### config.mk
export PLATFORM = sky130hd
export DESIGN_NAME = emsr_status_irq
export DESIGN_NICKNAME = d
export VERILOG_FILES = /design/src/hdl/emsr_pkg.sv /design/src/hdl/emsr_status_irq.sv
export SDC_FILE = /design/constraint.sdc
export NUM_CORES = 1
export LEC_CHECK = 0
export ABC_AREA = 1
export ABC_CLOCK_PERIOD_IN_PS = 1900
export BUFFER_PORTS_ARGS = -buffer_cell sky130_fd_sc_hd__buf_2
export CAP_MARGIN = 30
export CELL_PAD_IN_SITES_DETAIL_PLACEMENT = 1
export CELL_PAD_IN_SITES_GLOBAL_PLACEMENT = 1
export CORE_ASPECT_RATIO = 2
export CORE_MARGIN = 5
export CORE_UTILIZATION = 35
export DETAILED_ROUTE_END_ITERATION = 6
export PLACE_DENSITY = 0.79
export RECOVER_POWER = 25
export SLEW_MARGIN = 10
export SYNTH_ARGS = -nofsm -noshare
export SYNTH_HDL_FRONTEND = slang
export SYNTH_SLANG_ARGS = --single-unit
### constraint.sdc
create_clock -name mclk_i -period 1.9 [get_ports mclk_i]
set_input_delay 0.19 -clock mclk_i [delete_from_list [all_inputs] [get_ports mclk_i]]
set_output_delay 0.19 -clock mclk_i [all_outputs]
set_load 0.05 [all_outputs]
### src/hdl/emsr_pkg.sv
// Shared constants and carrier types of the MAC status and interrupt block
package emsr_pkg;
  // Register byte offsets
  localparam logic [7:0] OFS_TQP = 8'h1c;
  localparam logic [7:0] OFS_RSR = 8'h20;
  localparam logic [7:0] OFS_ISR = 8'h24;
  localparam logic [7:0] OFS_IER = 8'h28;
  localparam logic [7:0] OFS_IDR = 8'h2c;
  localparam logic [7:0] OFS_IMR = 8'h30;
  localparam logic [7:0] OFS_PTR = 8'h38;
  // Receive status field positions
  localparam int RSR_NOBUF = 0;
  localparam int RSR_STORED = 1;
  localparam int RSR_FAIL = 2;
  localparam int RSR_W = 3;
  // Interrupt status field positions
  localparam int ISR_MGMT = 0;
  localparam int ISR_RXDONE = 1;
  localparam int ISR_RXOWN = 2;
  localparam int ISR_TXOWN = 3;
  localparam int ISR_TXUND = 4;
  localparam int ISR_RETRY = 5;
  localparam int ISR_TXEXH = 6;
  localparam int ISR_TXDONE = 7;
  localparam int ISR_RXOVR = 10;
  localparam int ISR_BUSERR = 11;
  localparam int ISR_PAUSE = 12;
  localparam int ISR_PZERO = 13;
  localparam int ISR_W = 14;
  localparam logic [ISR_W-1:0] ISR_IMPL = 14'h3cff;
  // Reset values
  localparam logic [RSR_W-1:0] RSR_RST = 3'h0;
  localparam logic [ISR_W-1:0] ISR_RST = 14'h0000;
  localparam logic [ISR_W-1:0] MASK_RST = 14'h0000;
  localparam logic [31:0] TQP_RST = 32'h0000_0000;
  localparam logic [15:0] PAUSE_RST = 16'h0000;
  // Receive buffer availability
  typedef enum logic {RX_HAVE_BUF, RX_WAIT_BUF} emsr_rx_e;
  // Register port request
  typedef struct packed {
    logic wr;
    logic rd;
    logic [7:0] addr;
    logic [31:0] wdata;
  } emsr_bus_s;
  // Event strobes from the DMA, MAC and management engine
  typedef struct packed {
    logic mgmt_done;
    logic rx_stored;
    logic rx_owned_desc;
    logic rx_desc_ok;
    logic rx_frame_start;
    logic store_fail;
    logic tx_owned_desc;
    logic tx_late;
    logic tx_bus_err;
    logic tx_owned_mid;
    logic retry_limit;
    logic tx_exhausted;
    logic tx_done;
    logic bus_err;
    logic pause_rx;
    logic pause_tick;
  } emsr_evt_s;
endpackage

### src/hdl/emsr_status_irq.sv
// MAC status, interrupt and transmit queue pointer registers
// Operation
// queue pointer reads first descriptor of frame
// receive status write one clears, never sets
// no-buffer flag set on every failed fetch
// refetch descriptor each new frame until owned
// frame-stored flag set after frame stored
// store-failed flag set, buffer recovered
// management done event; status clears on read
// receive-complete event per stored frame
// owned descriptor events, receive and transmit
// underrun on late, error, mid-frame, pointer write
// retry-limit event, cleared on read
// transmit-exhausted event on mid-frame run-out
// transmit-complete event per sent frame
// overrun event with store-failed flag
// bus-error event on DMA error response
// pause-received event on valid pause frame
// pause-expired event when pause time hits zero
// enable register unmasks set bits
// disable register masks set bits
// pointer written only while transmit idle
// mask readable as read-only register
// interrupt while unmasked flag set
`timescale 1ns/1ps
module emsr_status_irq (
  input wire logic mclk_i,
  input wire logic rst_i,
  input wire emsr_pkg::emsr_bus_s bus_i,
  output logic [31:0] rdata_o,
  input wire emsr_pkg::emsr_evt_s evt_i,
  input wire logic [15:0] pause_quanta_i,
  input wire logic [31:0] tx_next_ptr_i,
  input wire logic tx_active_i,
  output logic [31:0] tx_queue_ptr_o,
  output logic rx_refetch_o,
  output logic rx_buf_recover_o,
  output logic irq_o
);
  import emsr_pkg::*;

  logic [RSR_W-1:0] rsr_reg;
  logic [RSR_W-1:0] rsr_next;
  logic [ISR_W-1:0] isr_reg;
  logic [ISR_W-1:0] isr_next;
  logic [ISR_W-1:0] mask_reg;
  logic [ISR_W-1:0] mask_next;
  logic [31:0] tqp_reg;
  logic [31:0] tqp_next;
  logic [15:0] pause_reg;
  logic [15:0] pause_next;
  logic [31:0] rdata_reg;
  logic [31:0] rdata_next;
  logic irq_reg;
  logic refetch_reg;
  logic recover_reg;
  emsr_rx_e rx_st_reg;
  emsr_rx_e rx_st_next;

  // Address decode
  wire wr_tqp = bus_i.wr && (bus_i.addr == OFS_TQP);
  wire wr_rsr = bus_i.wr && (bus_i.addr == OFS_RSR);
  wire wr_ier = bus_i.wr && (bus_i.addr == OFS_IER);
  wire wr_idr = bus_i.wr && (bus_i.addr == OFS_IDR);
  wire rd_isr = bus_i.rd && (bus_i.addr == OFS_ISR);
  // pointer write guard; writes during transmit are dropped
  wire tqp_take = wr_tqp && !tx_active_i;

  // pause count reaches zero on a tick
  wire pause_zero = evt_i.pause_tick && (pause_reg == 16'h0001) && !evt_i.pause_rx;

  // Receive status set terms
  logic [RSR_W-1:0] rsr_set;
  // no-buffer on every failed fetch
  assign rsr_set[RSR_NOBUF] = evt_i.rx_owned_desc;
  // frame stored flag
  assign rsr_set[RSR_STORED] = evt_i.rx_stored;
  // store failure flag
  assign rsr_set[RSR_FAIL] = evt_i.store_fail;

  // Interrupt status set terms
  logic [ISR_W-1:0] isr_set;
  // management done
  assign isr_set[ISR_MGMT] = evt_i.mgmt_done;
  // receive complete
  assign isr_set[ISR_RXDONE] = evt_i.rx_stored;
  // owned descriptor read
  assign isr_set[ISR_RXOWN] = evt_i.rx_owned_desc;
  assign isr_set[ISR_TXOWN] = evt_i.tx_owned_desc;
  // any underrun cause
  assign isr_set[ISR_TXUND] = evt_i.tx_late | evt_i.tx_bus_err | evt_i.tx_owned_mid | tqp_take;
  // retry limit
  assign isr_set[ISR_RETRY] = evt_i.retry_limit;
  // buffers exhausted
  assign isr_set[ISR_TXEXH] = evt_i.tx_exhausted;
  // transmit complete
  assign isr_set[ISR_TXDONE] = evt_i.tx_done;
  assign isr_set[9:8] = 2'h0;
  // overrun tracks store failure
  assign isr_set[ISR_RXOVR] = evt_i.store_fail;
  // DMA bus error
  assign isr_set[ISR_BUSERR] = evt_i.bus_err;
  // pause frame received
  assign isr_set[ISR_PAUSE] = evt_i.pause_rx;
  // pause expired
  assign isr_set[ISR_PZERO] = pause_zero;

  // write one clears, set wins over clear
  assign rsr_next = (rsr_reg & ~(wr_rsr ? bus_i.wdata[RSR_W-1:0] : RSR_RST)) | rsr_set;
  // clear on read; an event in the read cycle survives
  assign isr_next = ((rd_isr ? ISR_RST : isr_reg) | isr_set) & ISR_IMPL;
  // enable sets mask, R19 disable clears it; zero bits keep
  assign mask_next = ((mask_reg | (wr_ier ? bus_i.wdata[ISR_W-1:0] : MASK_RST))
    & ~(wr_idr ? bus_i.wdata[ISR_W-1:0] : MASK_RST)) & ISR_IMPL;
  // pointer moves to first descriptor of next frame
  assign tqp_next = tqp_take ? {bus_i.wdata[31:2], 2'h0} :
    evt_i.tx_done ? {tx_next_ptr_i[31:2], 2'h0} : tqp_reg;
  // Pause timer load and countdown
  assign pause_next = evt_i.pause_rx ? pause_quanta_i :
    (evt_i.pause_tick && pause_reg != PAUSE_RST) ? pause_reg - 16'h0001 : pause_reg;
  // wait for an owned descriptor after a failed fetch
  assign rx_st_next = evt_i.rx_owned_desc ? RX_WAIT_BUF :
    evt_i.rx_desc_ok ? RX_HAVE_BUF : rx_st_reg;

  // Read data mux; unmapped and write-only offsets read zero
  always_comb begin
    rdata_next = 32'h0000_0000;
    if (!bus_i.rd) begin
      rdata_next = 32'h0000_0000;
    end else if (bus_i.addr == OFS_TQP) begin
      rdata_next = tqp_reg;
    end else if (bus_i.addr == OFS_RSR) begin
      rdata_next = {29'h0, rsr_reg};
    end else if (bus_i.addr == OFS_ISR) begin
      rdata_next = {18'h0, isr_reg};
    end else if (bus_i.addr == OFS_IMR) begin
      // mask read-back
      rdata_next = {18'h0, mask_reg};
    end else if (bus_i.addr == OFS_PTR) begin
      rdata_next = {16'h0, pause_reg};
    end
  end

  // Status and mask state
  always_ff @(posedge mclk_i) begin
    if (rst_i) begin
      rsr_reg <= RSR_RST;
      isr_reg <= ISR_RST;
      mask_reg <= MASK_RST;
    end else begin
      rsr_reg <= rsr_next;
      isr_reg <= isr_next;
      mask_reg <= mask_next;
    end
  end

  // Pointer, timer and receive state
  always_ff @(posedge mclk_i) begin
    if (rst_i) begin
      tqp_reg <= TQP_RST;
      pause_reg <= PAUSE_RST;
      rx_st_reg <= RX_HAVE_BUF;
    end else begin
      tqp_reg <= tqp_next;
      pause_reg <= pause_next;
      rx_st_reg <= rx_st_next;
    end
  end

  // Registered outputs; irq built from next state so it tracks the flags
  always_ff @(posedge mclk_i) begin
    if (rst_i) begin
      rdata_reg <= 32'h0000_0000;
      irq_reg <= 1'b0;
      refetch_reg <= 1'b0;
      recover_reg <= 1'b0;
    end else begin
      rdata_reg <= rdata_next;
      // unmasked flag drives interrupt
      irq_reg <= |(isr_next & mask_next);
      // refetch at frame start while waiting
      refetch_reg <= evt_i.rx_frame_start && (rx_st_reg == RX_WAIT_BUF);
      // give the buffer back
      recover_reg <= evt_i.store_fail;
    end
  end

  assign rdata_o = rdata_reg;
  assign irq_o = irq_reg;
  assign rx_refetch_o = refetch_reg;
  assign rx_buf_recover_o = recover_reg;
  assign tx_queue_ptr_o = tqp_reg;

  // per event bit, a set in the read cycle survives the clear
  for (genvar gi = 0; gi < ISR_W; gi++) begin : g_isr_set
    if (ISR_IMPL[gi]) begin : g_impl

    end
  end
endmodule

## After elaboration in Yosys (flattened, before gate mapping)

Index checks and enable logic that the tools add are counted.

- $mul: 0
- Eq/ne operators: 8
- Bitwise gates (word level): 12
- Divide/modulo/power cells: 0
- Reduce and logical (&&, ||, !) cells: 19
- Add/subtract/negate cells: 1
- $lt $le $gt $ge: 0
- Shift operators: 0
- Muxes and demuxes: 15

Operators by type and width:

| cell | number |
|---|---|
| $mux W16 | 6 |
| $mux W32 | 3 |
| $eq A8 B6 Y1 const B | 6 |
| $mux W14 | 3 |
| $and A14 B14 Y14 | 2 |
| $or A14 B14 Y14 | 2 |
| $eq A16 B1 Y1 const B | 1 |
| $reduce_bool A16 Y1 | 1 |
| $sub A16 B1 Y16 const B | 1 |
| $not A14 Y14 | 1 |
| $reduce_or A14 Y1 | 1 |
| $logic_and A1 B1 Y1 | 10 |
| $eq A8 B5 Y1 const B | 1 |
| $reduce_bool A2 Y1 | 3 |
| $and A3 B3 Y3 | 1 |
| $mux W3 | 1 |
| $not A3 Y3 | 1 |
| $or A1 B1 Y1 | 3 |
| $or A3 B3 Y3 | 1 |
| $reduce_or A3 Y1 | 1 |
| $logic_not A1 Y1 | 2 |
| $mux W1 | 2 |
| $reduce_or A2 Y1 | 1 |
| $not A1 Y1 | 1 |

- Logic and storage cells: 68
- Input port bits: 109
- Memory bits (writable): 0
- Flip-flop bits (word level): 113
- Output and inout bits: 67
- Memories kept: 0
- Bits in latches: 0
- ROM bits: 0

## Longest topological paths before layout

- Depth after elaboration: 7
- Depth in mapped cells: 13

## Worst setup path before layout

OpenSTA, ideal clock, no wires.

- Kind: register to register
- From: register pause_reg[0]
- To: register pause_reg[14]
- Arrival time: 1.352 ns
- Setup time: 0.132 ns
- Stages on the path, launching flop included: 11
- Path buffers: 0
- Path slack: 0.415 ns
- Required time: 1.768 ns
- Cells stage by stage: dfxtp_1 inv_1 ha_1 nand3_1 inv_1 nand2_1 nor2_1 nand2_1 xor2_1 nand2_1 a31oi_1

- Word-level cells in the longest chain between the ends: 3

RTL lines:

| element | RTL line | text |
|---|---|---|
| start, declared | emsr_status_irq.sv:50 | `logic [15:0] pause_reg;` |
| start signal, assigned | emsr_status_irq.sv:165 | `pause_reg <= pause_next;` |
| $sub A16 B1 Y16 / $reduce_bool A16 Y1 (equally long branches) | emsr_status_irq.sv:120 | `(evt_i.pause_tick && pause_reg != PAUSE_RST) ? pause_reg - 16'h0001 : pause_reg;` |
| $mux W16 / $logic_and A1 B1 Y1 (equally long branches) | emsr_status_irq.sv:120 |  |
| $mux W16 / $reduce_bool A2 Y1 (equally long branches) | - |  |

Several ways; a longest one is shown, not always the timed one. The select of a mux whose other input is x is not followed.
A chain may end at the register's enable or synchronous reset.

## Final worst setup path

Ends and elaborated chain as after synthesis.

==> run metrics <==
WP data arrival 1.94 ns; Setup CP Type flop to flop; setup TNS 0 ns; WL per Instance around 17 µm; maxcap violations 0; Worst VDD drop 0.0005113 V; design area ~6500 µm²; vias in the first global route around 5800; fraction of layout cells with a size suffix above 1 a little over a quarter; Die X ~95 µm; Yosys warnings 0; RePlAce Congestion between 0.8 and 0.9; DRC viols 0; cts hold-fix bufs 0; sequential fraction of the synthesis area a little over two fifths; CP endpoint kind flop; top-count cell post-synth nand2_1; Pleak between 0.003 and 0.004 µW; dpl cells roughly 1100; DRT antenna net count 0; antenna fix cells 0; initial antenna violation count 0; Setup Skew between 0.01 and 0.015 ns; Avg Inst Size Synth about 7 µm²; Post-synth top cells nand2_1 (154), dfxtp_1 (109), nor2_1 (95); period utilization 91.21%; TritonCTS buffer count 9; Layout fillers between 1500 and 2000; routed vias ~5500; global route overflow 0; fin. max-slew vios 0; register area around 2200 µm²; largest net degree at the start of global routing 70; Setup-failing EPs final 0; PortBufs 171; Non-Filler Instances between 1000 and 1500; placed inst area about 6200 µm²; max reg flops 32; flop2flop setup slack 0.17 ns; Final Hold Fails 0; Ports between 150 and 200; Switch Pwr about 1600 µW; initial DRC count between 200 and 250; all-layer global routing usage between 20% and 30%; sw frac just over 30%; clock sink total between 100 and 150; DP Wirelength roughly 15000 µm; CTS root buf clkbuf_16; crit path from pause_reg[0]$_SDFFE_PP0P_; status finished clean; Die Y 180.6 µm; Area contributors post-synth dfxtp_1 (43%), nand2_1 (11%), nor2_1 (7.0%); Pint ~3600 µW; DR vias/cell 5.060; Post-Syn Area around 5100 µm²; CP Capture Point pause_reg[14]$_SDFFE_PP0P_; Post-synth EDFFs 0; H-tree depth 3; Netlist cell types 39; pwr dens about 800 nW/µm²; CTS Buffer Depth 2; R2R depth 10; Clk pwr share between 30% and 40%; fmax about 580 MHz; Worst setup SP type flop; # rows 62; Reg power frac a little under half; core area approximately 14000 µm²; clk_lat worst skew 0.37 ns; Area growth syn-to-layout 27.16%; Die Area approximately 17000 µm²; min cycle time layout 1.733 ns; Top FF cell, synth dfxtp_1; Post-Route WL around 19000 µm; area fraction of the dominant cell type after synthesis a little over two fifths; worst-path fanout max 4; Final Net Count 999; first-pass GRT wire length 28480 µm; Combinational Power Share approximately 16%; RR Startpoint pause_reg[0]$_SDFFE_PP0P_; CTS tree yes; actual slew at the worst max-slew pin roughly 0.85 ns; hold crit path type primary input to flop; CTS clock-pin slew for the worst setup and hold paths roughly 0.08 ns; Yosys top cell by area dfxtp_1; flops & latches, synth 109; Async SR Flop Fraction 0%; drt first pass iters 4; Crit path required time about 2.1 ns; worst rel slew slack a little over two fifths; Worst R2R End pause_reg[14]$_SDFFE_PP0P_; Syn Inst Count approximately 700; area of the multi-input gates approximately 2400 µm²; final core utilization a little under half; initial core utilization a little over a third
power by group through the flow:
| stage | clock [µW] | combinational, µW | sequential, µW |
|---|---|---|---|
| final | 1920 | 839 | 2430 |
| after global routing | 2060 | 918 | 2450 |
| after CTS | 1960 | 846 | 2430 |
| after detailed placement | 0 | 841 | 2490 |
| after global placement | 0 | 827 | 2490 |
| after floorplan | 0 | 383 | 2610 |
per-stage QoR:
| stage | setup WS, ns | hold slack, ns | total power [µW] |
|---|---|---|---|
| final | 0.1671 | 0.01433 | 5195 |
| after global routing | -0.01086 | 0.03141 | 5424 |
| after CTS | 0.1424 | 0.01266 | 5236 |
| after detailed placement | 0.1961 | 0.3855 | 3330 |
| after global placement | 0.2301 | 0.3798 | 3312 |
| after floorplan | 0.4150 | 0.2951 | 2993 |
per-layer routing:
metal  GRT usage [%]  part of all wire [%]  wire length [µm]  vias to the layer above
met2           40.21                    55             10110                      186
met1           20.66                    35              6428                     2574
li1                -                     -                 -                     2669
met3           3.761                   5.5              1016                       56
met4           12.26                   5.4               994                        0
met5               0                     0                 0                        -
worst max-delay path, cell delays in order, from the launching register on:
cell	delay, ns
dfxtp_1	0.35
inv_1	0.15
ha_1	0.21
nand3_1	0.15
inv_1	0.11
nand2_1	0.11
nor2_2	0.16
nand2_1	0.09
xor2_1	0.15
nand2_1	0.06
a31oi_1	0.07
how the worst min path moves through the flow:
stage                                         to  startpoint  cells after the start  slack, ns
after global routing      rx_st_reg$_SDFFE_PP0P_   evt_i[12]                      2       0.03
final                     rx_st_reg$_SDFFE_PP0P_   evt_i[12]                      2       0.01
after floorplan           rx_st_reg$_SDFFE_PP0P_   evt_i[12]                      1       0.30
after detailed placement  rx_st_reg$_SDFFE_PP0P_   evt_i[12]                      2       0.39
after CTS                 rx_st_reg$_SDFFE_PP0P_   evt_i[12]                      2       0.01
after global placement    rx_st_reg$_SDFFE_PP0P_   evt_i[12]                      2       0.38
logic make-up after synthesis:
| kind of cell | Yosys count | synth area share (%) |
|---|---|---|
| other cells | 1 | 0.07360 |
| compound gates | 138 | 16.87 |
| fa+ha+maj | 3 | 0.7368 |
| xor+xnor | 5 | 0.8595 |
| flops | 109 | 42.83 |
| buf+inv | 121 | 10.19 |
| simple gates | 336 | 28.44 |
what timing repair did:
item / in CTS / in global routing
buffers inserted: 0 / 0
resized for setup: 0 / 1
setup endpoints to repair: 0 / 1
placed cells by master, fill, tap and decap left out, types with 2 or more instances in the layout:
cell | netlist | routed
a31oi_1 | 24 | 24
nor2_1 | 95 | 96
o211ai_1 | 3 | 3
clkbuf_1 | 9 | 12
nand4_1 | 2 | 2
ha_1 | 3 | 3
inv_8 | 0 | 3
a211oi_2 | 7 | 7
nand2_4 | 3 | 3
nor2_2 | 8 | 7
o21ai_0 | 21 | 21
nor2_4 | 4 | 4
buf_2 | 14 | 161
o22ai_1 | 18 | 18
dfxtp_1 | 109 | 109
buf_4 | 3 | 22
inv_6 | 0 | 2
nand2_2 | 6 | 5
conb_1 | 1 | 2
nor3_1 | 4 | 4
clkbuf_16 | 0 | 9
inv_2 | 6 | 4
nand2_1 | 154 | 155
o21ai_1 | 4 | 4
inv_1 | 79 | 80
a21oi_1 | 45 | 45
xor2_1 | 5 | 5
nand3_1 | 57 | 58
a211oi_1 | 9 | 9
layout make-up:
class / count / share of cell area [%]
sequential: 109 / 33.68
inverter: 87 / 5.137
multi-input combinational: 484 / 36.85
clock buffer: 9 / 3.476
tap: 192 / 3.708
timing repair buffer: 196 / 15.99
clock inverter: 7 / 1.159
Power figures use the tool's default switching activity.
